==> src/rtl/nib_fifo_pkg.sv <==
/*
  Package for the host controller of a 16-word by 4-bit ripple FIFO.
  Assumes one 100 MHz clock and an AXI4-Lite register port.
*/
package nib_fifo_pkg;
  localparam int DEPTH = 16;
  localparam int WIDTH = 4;
  // Register byte offsets
  localparam logic [3:0] CTRL_OFF = 4'h0;
  localparam logic [3:0] WDATA_OFF = 4'h4;
  localparam logic [3:0] STATUS_OFF = 4'h8;
  localparam logic [3:0] RDATA_OFF = 4'hc;
  // CTRL fields
  localparam int CTRL_CLEAR_BIT = 0;
  localparam int CTRL_OE_BIT = 1;
  // STATUS fields
  localparam int ST_IN_READY_BIT = 0;
  localparam int ST_OUT_READY_BIT = 1;
  localparam int ST_BUSY_BIT = 2;
  localparam int ST_RVALID_BIT = 3;
  localparam int ST_INIT_BIT = 4;
  // Timing
  localparam int CLK_PERIOD_NS = 10;
  localparam int PULSE_NS = 40;
  localparam int PULSE_CYC = (PULSE_NS + CLK_PERIOD_NS - 1) / CLK_PERIOD_NS;
  localparam logic [3:0] PULSE_CNT = 4'(PULSE_CYC);
  localparam logic [1:0] RESP_OKAY = 2'h0;
  localparam logic [1:0] RESP_SLVERR = 2'h2;

  typedef enum logic [2:0] {
    ST_INIT = 3'h0,
    ST_IDLE = 3'h1,
    ST_SI_HI = 3'h3,
    ST_SI_LO = 3'h2,
    ST_SO_HI = 3'h6,
    ST_SO_LO = 3'h7
  } seq_t;

  typedef struct packed {
    logic [2:0] in_ready_sync;
    logic [2:0] out_ready_sync;
    logic in_ready;
    logic out_ready;
    logic [2:0][WIDTH-1:0] rd_sync;
    seq_t seq;
    logic [3:0] cnt;
    logic clear;
    logic si;
    logic so;
    logic oe_n;
    logic [WIDTH-1:0] wnib;
    logic wpend;
    logic rpend;
    logic [WIDTH-1:0] rnib;
    logic rvalid_data;
    logic awv;
    logic wv;
    logic [3:0] awaddr;
    logic [31:0] wdata;
    logic bvalid;
    logic [1:0] bresp;
    logic rvalid;
    logic [31:0] rdata;
    logic [1:0] rresp;
  } state_t;
endpackage

==> src/rtl/nib_fifo_host.sv <==
/*
  Host controller that drives a 16x4 ripple FIFO through its pins and takes
  orders from software over AXI4-Lite. Assumes the FIFO flags and data are
  asynchronous to clk and are synchronised here.
*/
// Register access over AXI4-Lite and the address map were chosen for this implementation.
// Behaviour
// - Host pulses master clear after power-up before transfers.
// - Host raises shift-in only while input flag is high.
// - Host returns shift-in low to complete each write.
// - Host holds shift-in high until the input flag is seen low, then releases it.
// - Host never issues more writes than remaining storage accepts.
`timescale 1ns/1ps
module nib_fifo_host (
  // Clock and reset
  input wire logic clk,
  input wire logic rstn,
  // AXI4-Lite slave
  input wire logic [3:0] s_awaddr,
  input wire logic s_awvalid,
  output logic s_awready,
  input wire logic [31:0] s_wdata,
  input wire logic [3:0] s_wstrb,
  input wire logic s_wvalid,
  output logic s_wready,
  output logic [1:0] s_bresp,
  output logic s_bvalid,
  input wire logic s_bready,
  input wire logic [3:0] s_araddr,
  input wire logic s_arvalid,
  output logic s_arready,
  output logic [31:0] s_rdata,
  output logic [1:0] s_rresp,
  output logic s_rvalid,
  input wire logic s_rready,
  // FIFO pins
  output logic master_clear,
  output logic shift_in_strobe,
  output logic [nib_fifo_pkg::WIDTH-1:0] write_nibble,
  input wire logic in_ready_flag,
  output logic shift_out_strobe,
  input wire logic out_ready_flag,
  input wire logic [nib_fifo_pkg::WIDTH-1:0] read_nibble,
  output logic drive_enable_n
);

  nib_fifo_pkg::state_t s_reg;
  nib_fifo_pkg::state_t s_next;
  logic wr_fire;
  logic rd_fire;
  logic clear_req;

  ////////////////////////////////////////////////////////////////////////////
  assign wr_fire = (s_reg.awv || (s_awvalid && s_awready)) &&
                   (s_reg.wv || (s_wvalid && s_wready)) && !s_reg.bvalid;
  assign rd_fire = s_arvalid && !s_reg.rvalid;
  assign s_awready = !s_reg.awv && !s_reg.bvalid;
  assign s_wready = !s_reg.wv && !s_reg.bvalid;
  assign s_arready = !s_reg.rvalid;

  always_comb begin
    s_next = s_reg;
    clear_req = 1'b0;
    // Three-stage synchronisers; flag change taken when stages 2 and 3 agree, data taken from stage 3
    s_next.in_ready_sync = {s_reg.in_ready_sync[1:0], in_ready_flag};
    s_next.out_ready_sync = {s_reg.out_ready_sync[1:0], out_ready_flag};
    s_next.rd_sync = {s_reg.rd_sync[1:0], read_nibble};
    if (s_reg.in_ready_sync[2] == s_reg.in_ready_sync[1]) begin
      s_next.in_ready = s_reg.in_ready_sync[2];
    end
    if (s_reg.out_ready_sync[2] == s_reg.out_ready_sync[1]) begin
      s_next.out_ready = s_reg.out_ready_sync[2];
    end
    // AXI write capture
    if (s_awvalid && s_awready) begin
      s_next.awv = 1'b1;
      s_next.awaddr = s_awaddr;
    end
    if (s_wvalid && s_wready) begin
      s_next.wv = 1'b1;
      s_next.wdata = s_wdata;
    end
    if (s_reg.bvalid && s_bready) begin
      s_next.bvalid = 1'b0;
    end
    if (wr_fire) begin
      s_next.awv = 1'b0;
      s_next.wv = 1'b0;
      s_next.bvalid = 1'b1;
      s_next.bresp = nib_fifo_pkg::RESP_OKAY;
      unique case (s_next.awaddr)
        nib_fifo_pkg::CTRL_OFF: begin
          if (s_wstrb[0]) begin
            s_next.oe_n = !s_next.wdata[nib_fifo_pkg::CTRL_OE_BIT];
            if (s_next.wdata[nib_fifo_pkg::CTRL_CLEAR_BIT]) begin
              clear_req = 1'b1;
            end
          end
        end
        nib_fifo_pkg::WDATA_OFF: begin
          if (s_reg.wpend) begin
            s_next.bresp = nib_fifo_pkg::RESP_SLVERR;
          end else begin
            s_next.wnib = s_next.wdata[nib_fifo_pkg::WIDTH-1:0];
            s_next.wpend = 1'b1;
          end
        end
        nib_fifo_pkg::STATUS_OFF: begin
          // request one word taken from the output stage
          if (s_next.wdata[nib_fifo_pkg::ST_OUT_READY_BIT]) begin
            s_next.rpend = 1'b1;
          end
        end
        nib_fifo_pkg::RDATA_OFF: s_next.rvalid_data = 1'b0;
        default: s_next.bresp = nib_fifo_pkg::RESP_SLVERR;
      endcase
    end
    // AXI read
    if (s_reg.rvalid && s_rready) begin
      s_next.rvalid = 1'b0;
    end
    if (rd_fire) begin
      s_next.rvalid = 1'b1;
      s_next.rresp = nib_fifo_pkg::RESP_OKAY;
      s_next.rdata = 32'h0;
      unique case (s_araddr)
        nib_fifo_pkg::CTRL_OFF: begin
          s_next.rdata[nib_fifo_pkg::CTRL_OE_BIT] = !s_reg.oe_n;
        end
        nib_fifo_pkg::WDATA_OFF: s_next.rdata[nib_fifo_pkg::WIDTH-1:0] = s_reg.wnib;
        nib_fifo_pkg::STATUS_OFF: begin
          s_next.rdata[nib_fifo_pkg::ST_IN_READY_BIT] = s_reg.in_ready;
          s_next.rdata[nib_fifo_pkg::ST_OUT_READY_BIT] = s_reg.out_ready;
          s_next.rdata[nib_fifo_pkg::ST_BUSY_BIT] = s_reg.wpend || s_reg.rpend;
          s_next.rdata[nib_fifo_pkg::ST_RVALID_BIT] = s_reg.rvalid_data;
          s_next.rdata[nib_fifo_pkg::ST_INIT_BIT] = s_reg.seq == nib_fifo_pkg::ST_INIT;
        end
        nib_fifo_pkg::RDATA_OFF: s_next.rdata[nib_fifo_pkg::WIDTH-1:0] = s_reg.rnib;
        default: s_next.rresp = nib_fifo_pkg::RESP_SLVERR;
      endcase
    end
    // Pin sequencer
    unique case (s_reg.seq)
      nib_fifo_pkg::ST_INIT: begin
        // master clear pulse before any transfer
        s_next.clear = 1'b1;
        s_next.si = 1'b0;
        s_next.so = 1'b1;
        s_next.wpend = 1'b0;
        s_next.rpend = 1'b0;
        s_next.cnt = s_reg.cnt + 4'h1;
        if (s_reg.cnt >= nib_fifo_pkg::PULSE_CNT) begin
          s_next.clear = 1'b0;
          s_next.cnt = 4'h0;
          s_next.seq = nib_fifo_pkg::ST_IDLE;
        end
      end
      nib_fifo_pkg::ST_IDLE: begin
        s_next.cnt = 4'h0;
        // shift in only on a settled input flag
        // never shift in without room shown
        if (s_reg.wpend && s_reg.in_ready && !s_reg.clear) begin
          s_next.si = 1'b1;
          s_next.seq = nib_fifo_pkg::ST_SI_HI;
        end else if (s_reg.rpend && s_reg.out_ready && !s_reg.clear) begin
          s_next.rnib = s_reg.rd_sync[2];
          s_next.rvalid_data = 1'b1;
          s_next.so = 1'b0;
          s_next.seq = nib_fifo_pkg::ST_SO_HI;
        end
      end
      nib_fifo_pkg::ST_SI_HI: begin
        s_next.cnt = s_reg.cnt + 4'h1;
        // wait until the busy low is seen, then release
        if (s_reg.cnt >= nib_fifo_pkg::PULSE_CNT && !s_reg.in_ready) begin
          // return the strobe low to finish the write
          s_next.si = 1'b0;
          s_next.wpend = 1'b0;
          s_next.cnt = 4'h0;
          s_next.seq = nib_fifo_pkg::ST_SI_LO;
        end
      end
      nib_fifo_pkg::ST_SI_LO, nib_fifo_pkg::ST_SO_LO: begin
        s_next.cnt = s_reg.cnt + 4'h1;
        if (s_reg.cnt >= nib_fifo_pkg::PULSE_CNT) begin
          s_next.cnt = 4'h0;
          s_next.seq = nib_fifo_pkg::ST_IDLE;
        end
      end
      nib_fifo_pkg::ST_SO_HI: begin
        s_next.cnt = s_reg.cnt + 4'h1;
        // rising shift-out edge after the flag is seen low
        if (s_reg.cnt >= nib_fifo_pkg::PULSE_CNT && !s_reg.out_ready) begin
          s_next.so = 1'b1;
          s_next.rpend = 1'b0;
          s_next.cnt = 4'h0;
          s_next.seq = nib_fifo_pkg::ST_SO_LO;
        end
      end
      default: s_next.seq = nib_fifo_pkg::ST_INIT;
    endcase
    // Clear order wins over the sequencer's next state and count in the same cycle
    if (clear_req) begin
      s_next.seq = nib_fifo_pkg::ST_INIT;
      s_next.cnt = 4'h0;
    end
  end

  always_ff @(posedge clk or negedge rstn) begin
    if (!rstn) begin
      s_reg <= '0;
      s_reg.so <= 1'b1;
      s_reg.oe_n <= 1'b1;
    end else begin
      s_reg <= s_next;
    end
  end

  ////////////////////////////////////////////////////////////////////////////
  assign s_bvalid = s_reg.bvalid;
  assign s_bresp = s_reg.bresp;
  assign s_rvalid = s_reg.rvalid;
  assign s_rdata = s_reg.rdata;
  assign s_rresp = s_reg.rresp;
  assign master_clear = s_reg.clear;
  assign shift_in_strobe = s_reg.si;
  assign write_nibble = s_reg.wnib;
  // drive enable from the control register
  assign shift_out_strobe = s_reg.so;
  assign drive_enable_n = s_reg.oe_n;

  ////////////////////////////////////////////////////////////////////////////
  // shift-in rises only from idle with settled ready
  chk_si_rise_ready: assert property (@(posedge clk) disable iff (!rstn)
    $rose(shift_in_strobe) |-> $past(s_reg.in_ready) && !master_clear)
    else $error("shift-in raised without input ready");
  // clear held a full pulse after reset
  chk_clear_first: assert property (@(posedge clk) disable iff (!rstn)
    $fell(master_clear) |-> $past(s_reg.cnt) >= nib_fifo_pkg::PULSE_CNT)
    else $error("master clear pulse too short");
  // strobe falls only after busy seen
  chk_si_fall_busy: assert property (@(posedge clk) disable iff (!rstn)
    $fell(shift_in_strobe) |-> $past(!s_reg.in_ready))
    else $error("shift-in released before busy");
  chk_si_no_clear: assert property (@(posedge clk) disable iff (!rstn)
    master_clear |-> !shift_in_strobe)
    else $error("shift-in during master clear");
  chk_so_fall_ready: assert property (@(posedge clk) disable iff (!rstn)
    $fell(shift_out_strobe) |-> $past(s_reg.out_ready))
    else $error("shift-out without data ready");
  chk_so_rise_flag: assert property (@(posedge clk) disable iff (!rstn)
    $rose(shift_out_strobe) |-> $past(!s_reg.out_ready))
    else $error("shift-out released before flag drop");
  chk_one_strobe: assert property (@(posedge clk) disable iff (!rstn)
    !(shift_in_strobe && !shift_out_strobe))
    else $error("both strobes active");
  chk_wnib_stable: assert property (@(posedge clk) disable iff (!rstn)
    shift_in_strobe && $past(shift_in_strobe) |-> $stable(write_nibble))
    else $error("write nibble changed during shift-in");
endmodule

==> config.mk <==
export PLATFORM = sky130hd
export DESIGN_NAME = nib_fifo_host
export DESIGN_NICKNAME = d
export VERILOG_FILES = /design/src/rtl/nib_fifo_pkg.sv /design/src/rtl/nib_fifo_host.sv
export SDC_FILE = /design/constraint.sdc
export NUM_CORES = 1
export LEC_CHECK = 0
export BUFFER_PORTS_ARGS = -buffer_cell sky130_fd_sc_hd__buf_2
export CAP_MARGIN = 20
export CORE_UTILIZATION = 50
export DETAILED_ROUTE_END_ITERATION = 7
export GPL_ROUTABILITY_DRIVEN = 0
export PLACE_DENSITY = 0.92
export SYNTH_ARGS = -nofsm -noshare
export SYNTH_HDL_FRONTEND = slang
export SYNTH_SLANG_ARGS = --single-unit
export TNS_END_PERCENT = 50
==> constraint.sdc <==
create_clock -name clk -period 2.1 [get_ports clk]
set_input_delay 0.105 -clock clk [delete_from_list [all_inputs] [get_ports clk]]
set_output_delay 0.105 -clock clk [all_outputs]
set_load 0.05 [all_outputs]
==> results of run 1 <==
==> per-stage QoR <==
stage	hold slack, ns	setup slack [ns]	std cells
global placement	0.214	0.239	370
detailed placement	0.214	0.207	370
finish	0.0157	0.163	395
CTS	0.000980	0.175	395
global route	0.00877	0.0760	395
floorplan	-0.191	0.0376	294
==> path summary, 6_finish.rpt <==
path	from	to	depth (start not counted)
max in group asynchronous	rstn	s_reg[82]	3
min reg2reg	s_next[105]	s_next[109]	0
min	s_wdata[3]	s_reg[41]	2
max	s_bvalid	s_reg[92]	4
max reg2reg	s_bvalid	s_reg[92]	4
min in group asynchronous	rstn	s_reg[75]	3
==> logic make-up (layout without fill, tap and decap cells) <==
group | Yosys count | in the layout | share of synthesized area
other cells | 1 | 29 | 0.00126
flops | 61 | 61 | 0.513
mux | 23 | 23 | 0.0895
compound gates | 49 | 49 | 0.113
xor+xnor | 1 | 1 | 0.00294
simple gates | 73 | 73 | 0.144
buf+inv | 55 | 84 | 0.125
fa+ha+maj | 3 | 3 | 0.0109
==> synthesized netlist by cell type (3+ instances only) <==
master	count
nand2_1	14
dfrtp_1	59
o21a_1	5
mux2_2	19
nor3_1	4
clkbuf_1	4
o21ai_0	15
nor3b_1	5
inv_1	9
a22oi_1	3
buf_4	40
mux2i_1	3
o21bai_1	3
nand3b_1	5
a21oi_1	6
nor4_1	3
nor2_1	17
nand2b_1	3
==> critical path: cells and delay by family, from the launching register on <==
kind	cells	cell delay, ns
compound gates	1	0.08
mux	1	0.17
simple gates	2	1.07
flops	1	0.47
==> area by class of cell <==
type / instances / share of cell area
multi-input cells: 178 / 0.347
inverters: 9 / 0.00990
flip-flops and latches: 61 / 0.448
well taps: 72 / 0.0264
clock buffers: 9 / 0.0363
clock inverters: 7 / 0.0286
repair buffers: 59 / 0.103
==> report_power, final <==
part / internal, mW / leakage (nW) / switching [mW]
combinational: 0.706 / 0.779 / 1.23
clock: 0.673 / 0.106 / 0.481
sequential: 1.50 / 0.747 / 0.316
total: 2.88 / 1.63 / 2.03
==> per-layer routing <==
layer,vias up,track usage,part of all wire
met4,0,0.0873,0.018
met3,16,0.0690,0.058
met1,996,0.227,0.41
met5,-,0,0
met2,88,0.319,0.51
li1,976,-,-
==> what timing repair did <==
action / CTS / global route
hold endpoints to repair: 67 / 0
hold buffers: 9 / 0
setup buffers: 0 / 0
==> run summary, run 1 <==
pin count of the biggest net entering global routing - 62
FF+latch count, synth - 61
Worst slew margin - 0.511
CP max FO - 9
Starting Density - 0.531
Final Setup Violations - 0
final period utilization - 0.922
Slowest-stage cell, CP - and4b_1
Mean Syn Cell Area - 11.2 µm²
clock latency on the worst-skew pair - 0.34 ns
most frequent cells in the layout - 59 x dfrtp_1, 45 x buf_2, 29 x conb_1, 19 x mux2_2, 17 x nor2_1
vias - 2076
global-route wire length before repair - 9.11 mm
DR iter-0 viols - 128
total number of H-tree levels - 3
die area - 6270 µm²
gr usage total - 0.194
Ports - 106
Max Root-Sink Buffers - 2
die width - 79.2 µm
minimum clock period - 1.94 ns
area added between synthesis and finish - 14.5%
fmax - 516 MHz
fillers - 470
Post-synth EDFFs - 0
DRC Markers - 0
ANT nets after route - 0
Crit. End Element - flip-flop
outcome - complete, no violations
final design utilization - 0.608
Max rail drop VDD - 0.965 mV
Rows - 27
post-DP HPWL - 3.78 mm
Clock Sinks - 61
mean number of vias per cell - 5.26
# diodes - 0
top_reg_cell synth - dfrtp_1
core area - 5610 µm²
worst-path cell chain - or3b_1 > mux2i_1 > and4b_1 > a21oi_1
area of the multi-input gates - 1180 µm²
Max-cap violations - 0
PD cells - 1440 nW/µm²
Final Skew - 0.00896 ns
synth top area cells - dfrtp_1 50%, buf_4 10%, mux2_2 7.2%
CTS Buf Count - 9
final hold vios - 0
unrepaired setup endpoints after global routing - false
Leak - 1.63 nW
number of global-route vias before repair - 2011
startpoint types - flip-flop
share of layout cells above drive strength 1 - 0.303
max-slew violation count - 0
post-CTS sizing - 0
post-synth top area share - 0.496
Seq/Total Area, Yosys - 0.513
Power Total - 4.91 mW
Ys Warns - 0
DR pass1 iterations - 4
initial antenna violation count - 0
register area - 1530 µm²
Crit path required time - 2.30 ns
Critical Path Max Stage Delay - 0.57 ns
CP arrival - 2.14 ns
post-synth cell types - 52
Synth async-reset ratio - 1.00
Port Buffers - 45
worst slew pin tran - 0.734 ns
clock slew at the register clock pins of the worst setup and hold paths - 0.07 ns
Final Cell Area - 3410 µm²
Setup TNS Final - 0 ns
drt total wl - 5.45 mm
Placed Area - 3100 µm²
remaining global-route overflow - 0
commonest non-fill, non-tap cell in the layout - dfrtp_1
CTS root buffer - clkbuf_8
max FFs per register - 32
WL per Instance - 13.8 µm
critical path class - reg2reg
Worst R2R Setup Slack - 0.16 ns
cell taking the most area after synthesis - dfrtp_1
HP Class - in2reg
Synth Instances - 266
nets - 376
synthesized area - 2980 µm²
CTS tree - yes
Die Y-Extent - 79.2 µm
No activity file was read; power rests on OpenSTA's default activity.
==> run 2: changes to the inputs <==
--- a/config.mk
+++ b/config.mk
@@ -5,12 +5,13 @@
 export SDC_FILE = /design/constraint.sdc
 export NUM_CORES = 1
 export LEC_CHECK = 0
+export ABC_AREA = 1
 export BUFFER_PORTS_ARGS = -buffer_cell sky130_fd_sc_hd__buf_2
 export CAP_MARGIN = 20
-export CORE_UTILIZATION = 50
+export CORE_UTILIZATION = 45
 export DETAILED_ROUTE_END_ITERATION = 7
 export GPL_ROUTABILITY_DRIVEN = 0
-export PLACE_DENSITY = 0.92
+export PLACE_DENSITY = 0.88
 export SYNTH_ARGS = -nofsm -noshare
 export SYNTH_HDL_FRONTEND = slang
 export SYNTH_SLANG_ARGS = --single-unit
==> constraint.sdc (replaced) <==
create_clock -name clk -period 1.61 [get_ports clk]
set_input_delay 0.0805 -clock clk [delete_from_list [all_inputs] [get_ports clk]]
set_output_delay 0.0805 -clock clk [all_outputs]
set_load 0.02 [all_outputs]
==> run 2 against run 1 <==
Via count is 4.8% higher. Non-clock buffer count down 2. Register-to-register slack worse by 0.08 ns. Total power rose by 8.3%. Critical endpoint is now s_reg[97]. Largest cell class unchanged. Highest routed layer unchanged.
==> run summary, run 2 <==
outcome - complete, no violations
ANT nets after route - 0
Max-cap violations - 0
top_reg_cell synth - dfrtp_1
DRC Markers - 0
Seq/Total Area, Yosys - 0.516
area added between synthesis and finish - 14.5%
clock slew at the register clock pins of the worst setup and hold paths - 0.06 ns
Die Y-Extent - 83.1 µm
FF-to-FF path depth - 8
worst-path cell chain - nor2_4 > nand2_4 > nand2_2 > nand2_4 > nor2_2 > nand4_2 > inv_2 > nor2_1
post-DP HPWL - 3.86 mm
Post-synth EDFFs - 0
dominant cell by count in the synthesized netlist - nand2_1
post-synthesis compound-gate area fraction - 0.0731
dpl cells - 445
core area - 6350 µm²
FF+latch count, synth - 61
die area - 6910 µm²
post-synthesis adder-cell area fraction - 0.0110
Crit. End Element - flip-flop
Final Skew - 0.00978 ns
met1 GRT Util - 0.197
most frequent cells in the layout - 68 x nand2_1, 57 x dfrtp_1, 45 x buf_2, 43 x inv_1, 29 x conb_1
Sw Ratio - 0.395
post-synth top area share - 0.498
# diodes - 0
Rows - 29
critical path class - reg2reg
clock latency on the worst-skew pair - 0.34 ns
initial antenna violation count - 0
global-route wire length before repair - 9.13 mm
sequential share of power - 0.400
share of layout cells above drive strength 1 - 0.232
dpl ws - 0.0604 ns
sw power - 2.10 mW
Crit path required time - 1.84 ns
max-slew violation count - 0
non-filler cells, final - 470
GR met3 Demand/Resource - 0.0537
HP Class - in2reg
most frequent cell on the critical path - nand2_4
Worst R2R Setup Slack - 0.08 ns
hold path cells - 3
Synth Instances - 333
mux share of post-synthesis cell area - 0
Ys Warns - 0
commonest non-fill, non-tap cell in the layout - nand2_1
Starting Density - 0.467
Ports - 106
Placed Area - 3120 µm²
final setup margin - 0.0829 ns
mean number of vias per cell - 4.63
final hold vios - 0
register area - 1530 µm²
power share of the combinational group - 0.369
Leak - 1.84 nW
Int Power - 3.21 mW
Critical Path Sink - s_reg[97]
Synth async-reset ratio - 1.00
die width - 83.1 µm
minimum clock period - 1.53 ns
area of the multi-input gates - 1060 µm²
Synth Area in XOR/XNOR - 0.00591
WL per Instance - 11.3 µm
CP max FO - 6
Power Total - 5.32 mW
commonest cells in the netlist - 68 x nand2_1, 59 x dfrtp_1, 43 x inv_1
DR iter-0 viols - 163
remaining global-route overflow - 0
pin count of the biggest net entering global routing - 62
CTS Buf Count - 9
Final Setup Violations - 0
Setup crit start - s_bvalid
routing usage on met2 - 0.282
max FFs per register - 32
CTS root buffer - clkbuf_8
total number of H-tree levels - 3
Mean Syn Cell Area - 8.90 µm²
Final Cell Area - 3390 µm²
nets - 446
vias - 2175
fmax - 655 MHz
post-synth cell types - 29
FF-to-FF Start - s_bvalid
largest family of logic cells by synthesized area - simple AND/OR/NAND/NOR gates
fillers - 562
Clock Sinks - 61
Port Buffers - 45
Critical Path Max Stage Delay - 0.45 ns
Simple-Gate Fraction of Synth Area - 0.231
Max rail drop VDD - 0.637 mV
clock network power share - 0.230
DR pass1 iterations - 4
drt total wl - 5.32 mm
synthesized area - 2960 µm²
final period utilization - 0.949
synth top area cells - dfrtp_1 50%, buf_4 10%, nand2_1 8.6%
Most Crowded Layer GR - met2
number of global-route vias before repair - 2101
unrepaired setup endpoints after global routing - true
CTS tree - yes
gr usage total - 0.169
worst r2r dst - s_reg[97]
CP arrival - 1.75 ns
cell taking the most area after synthesis - dfrtp_1
startpoint types - flip-flop
Slowest-stage cell, CP - dfrtp_2
Max Root-Sink Buffers - 2
PD cells - 1570 nW/µm²
## run 2: cell types whose count changed after synthesis, moves of 5 or more
cell	delta
nand2_4	+6
nand3_1	+24
mux2_2	-19
o21ai_0	+8
inv_1	+34
nand2_1	+54
nor2_2	+5
nor3b_1	-5
## run 2: repair_timing
| action | 4_1_cts | 5_1_grt |
|---|---|---|
| buffers inserted | 0 | 0 |
| endpoints found under the hold margin | 67 | 0 |
| hold buffers | 9 | 0 |
| endpoints found under the setup margin | 0 | 5 |
| resized for setup | 0 | 2 |
## run 2: power groups by stage
stage	Sequential, mW	Combinational [mW]	Clock (mW)
global placement	2.12	1.86	0
CTS	2.12	1.96	1.25
finish	2.13	1.96	1.22
floorplan	2.12	1.53	0
global route	2.17	2.19	1.34
detailed placement	2.15	1.93	0
## run 2: critical path: cells and delay by family, from the launching register on
family / cells / cell delay, ns
buf+inv: 1 / 0.14
flops: 1 / 0.45
simple gates: 7 / 0.81
## run 2: kinds of logic after synthesis
family                     after synthesis
other                                    1
xor gates and xnor gates                 2
DFF                                     61
buffers and inverters                   87
and+or+nand+nor                        140
adders and majority gates                3
AOI/OAI and AO/OA                       39
## run 2: area by class of cell
type,count,share of cell area
clock inverters,1,0.00147
multi-input cells,213,0.313
clock buffers,15,0.0520
flip-flops and latches,61,0.451
well taps,77,0.0284
repair buffers,57,0.103
inverters,46,0.0509
## run 2: per-layer routing
metal	up-vias	routed length [µm]	part of all wire
met4	0	86	0.016
met5	-	0	0
met2	72	2680	0.50
li1	1087	-	-
met3	8	236	0.044
met1	1008	2320	0.44
## run 2: worst min path at each step
stage                      end  slack [ns]        from
2_1_floorplan     master_clear       -0.22        rstn
3_3_place_gp   shift_in_strobe        0.11        rstn
3_5_place_dp         s_reg[92]        0.11        rstn
4_1_cts              s_reg[38]        0.02  s_wdata[0]
5_1_grt              s_reg[38]        0.03  s_wdata[0]
6_report             s_reg[38]        0.03  s_wdata[0]
## run 2: through the flow
step                      hold slack [ns]   util   TNS, ns
after detailed placement            0.113  0.491         0
after global placement              0.105  0.491         0
final                              0.0304  0.534         0
after CTS                          0.0186  0.534         0
after global routing               0.0289  0.534  -0.00384
after floorplan                    -0.215      -         0
==> run 3: changes to the inputs <==
--- a/config.mk
+++ b/config.mk
@@ -8,10 +8,10 @@
 export ABC_AREA = 1
 export BUFFER_PORTS_ARGS = -buffer_cell sky130_fd_sc_hd__buf_2
 export CAP_MARGIN = 20
-export CORE_UTILIZATION = 45
+export CORE_UTILIZATION = 50
 export DETAILED_ROUTE_END_ITERATION = 7
 export GPL_ROUTABILITY_DRIVEN = 0
-export PLACE_DENSITY = 0.88
+export PLACE_DENSITY = 0.92
 export SYNTH_ARGS = -nofsm -noshare
 export SYNTH_HDL_FRONTEND = slang
 export SYNTH_SLANG_ARGS = --single-unit
==> constraint.sdc (replaced) <==
create_clock -name clk -period 1.6 [get_ports clk]
set_input_delay 0.08 -clock clk [delete_from_list [all_inputs] [get_ports clk]]
set_output_delay 0.08 -clock clk [all_outputs]
set_load 0.02 [all_outputs]
==> run 3 against run 2 <==
The flow now finishes with violations (setup timing). Setup slack got worse by 0.12 ns. Sequential power about the same. Register-to-register slack worse by 0.12 ns. Die area is 9.8% lower. Sequential cell count did not move. Global-route usage grew 3.7 points. Clock-buffer cell count decreased by 1. Clock power decreased by 3%. Utilization up 7.4 points.
==> run summary, run 3 (same netlist as run 2, synthesis figures left out) <==
outcome - finished with violations
failing checks - setup timing
clock slew at the register clock pins of the worst setup and hold paths - 0.06 ns
Critical Path Max Stage Delay - 0.46 ns
final period utilization - 1.02
Max rail drop VDD - 0.646 mV
Final Cell Area - 3410 µm²
non-filler cells, final - 464
Port Buffers - 45
Int Power - 3.17 mW
Sw Ratio - 0.417
Power Total - 5.43 mW
share of layout cells above drive strength 1 - 0.242
area added between synthesis and finish - 15.2%
number of global-route vias before repair - 2273
Crit. End Element - flip-flop
HP Class - in2reg
dpl cells - 439
minimum clock period - 1.63 ns
CP top delay family - simple AND/OR/NAND/NOR gates
core area - 5610 µm²
critical path class - reg2reg
WL per Instance - 13.4 µm
most frequent cell on the critical path - nand2_2
DRC Markers - 0
pin count of the biggest net entering global routing - 29
final setup margin - -0.0324 ns
# diodes - 0
initial antenna violation count - 0
fmax - 613 MHz
mean number of vias per cell - 5.11
clock latency on the worst-skew pair - 0.33 ns
CTS Buf Count - 9
Final Setup Violations - 1
die area - 6240 µm²
CTS tree - yes
Max Root-Sink Buffers - 2
Setup TNS Final - -0.0324 ns
DR pass1 iterations - 5
CP arrival - 1.87 ns
Worst slew margin - 0.629
startpoint types - flip-flop
Ports - 106
nets - 445
sequential share of power - 0.397
die width - 79.0 µm
Slowest-stage cell, CP - dfrtp_2
Max-cap violations - 0
WHS - 0.0920 ns
max-slew violation count - 0
Final Skew - 0.0127 ns
Clock Sinks - 61
commonest non-fill, non-tap cell in the layout - nand2_1
final design utilization - 0.609
clock network power share - 0.218
worst slew pin tran - 0.556 ns
global-route wire length before repair - 9.67 mm
Starting Density - 0.528
unrepaired setup endpoints after global routing - true
final hold vios - 0
Leak - 1.84 nW
Crit path required time - 1.84 ns
sw power - 2.26 mW
PD cells - 1590 nW/µm²
worst-path cell chain - nor2_4 > nand2_2 > nand2_1 > nand2_2 > nor2_2 > nand3_1 > a21oi_1
Crit path buffers/inverters - 0
power share of the combinational group - 0.385
most frequent cells in the layout - 67 x nand2_1, 57 x dfrtp_1, 45 x buf_2, 43 x inv_1, 29 x conb_1
dpl ws - 0.0216 ns
post-DP HPWL - 4.20 mm
drt total wl - 6.24 mm
remaining global-route overflow - 0
CP max FO - 7
Placed Area - 3110 µm²
fillers - 431
Die Y-Extent - 79.0 µm
CTS root buffer - clkbuf_8
max FFs per register - 32
DR iter-0 viols - 192
ANT nets after route - 0
gr usage total - 0.206
total number of H-tree levels - 3
vias - 2372
post-CTS setup buffer count - 0
Rows - 27
==> run 3: final timing paths <==
path                              from               end  slack [ns]  cells after the start
max                           s_bvalid         s_reg[81]       -0.03                      7
max reg2reg                   s_bvalid         s_reg[81]       -0.03                      7
max in group asynchronous         rstn  shift_out_strobe        0.72                      3
min in group asynchronous         rstn         s_reg[77]        0.27                      2
min                         s_wdata[0]         s_reg[38]        0.09                      3
min reg2reg                s_next[116]       s_next[117]        0.35                      0
==> run 3: worst reg2reg max path: stages (launching register included) <==
cell     delay (ns)
dfrtp_2        0.46
nor2_4         0.17
nand2_2        0.13
nand2_1        0.11
nand2_2        0.11
nor2_2         0.18
nand3_1        0.16
a21oi_1        0.21
==> run 3: cell type report <==
cell class,instances,area (µm²),area share
multi-input combinational,213,1100,0.323
clock inverter,2,10.0,0.00293
timing repair buffer,56,343,0.100
tap,72,90.1,0.0264
sequential,61,1530,0.449
clock buffer,14,163,0.0477
inverter,46,173,0.0506
==> run 3: timing repair <==
item	4_1_cts	5_1_grt
resized for setup	1	10
endpoints found under the setup margin	4	13
pin swaps	0	2
hold buffers	9	0
endpoints found under the hold margin	29	0
==> run 3: routing by layer <==
| layer | share of wire | GRT usage | routed length (µm) | up-vias |
|---|---|---|---|---|
| met5 | 0 | 0 | 0 | - |
| met4 | 0.047 | 0.138 | 296 | 0 |
| met3 | 0.080 | 0.0678 | 497 | 34 |
| met2 | 0.50 | 0.343 | 3140 | 152 |
| met1 | 0.37 | 0.221 | 2310 | 1099 |
| li1 | - | - | - | 1087 |
==> run 3: power by group through the flow <==
stage,Clock [mW],Sequential (mW),Combinational (mW)
6_report,1.18,2.16,2.09
5_1_grt,1.29,2.19,2.30
4_1_cts,1.21,2.13,1.95
3_5_place_dp,0,2.16,1.92
3_3_place_gp,0,2.14,1.81
2_1_floorplan,0,2.14,1.54
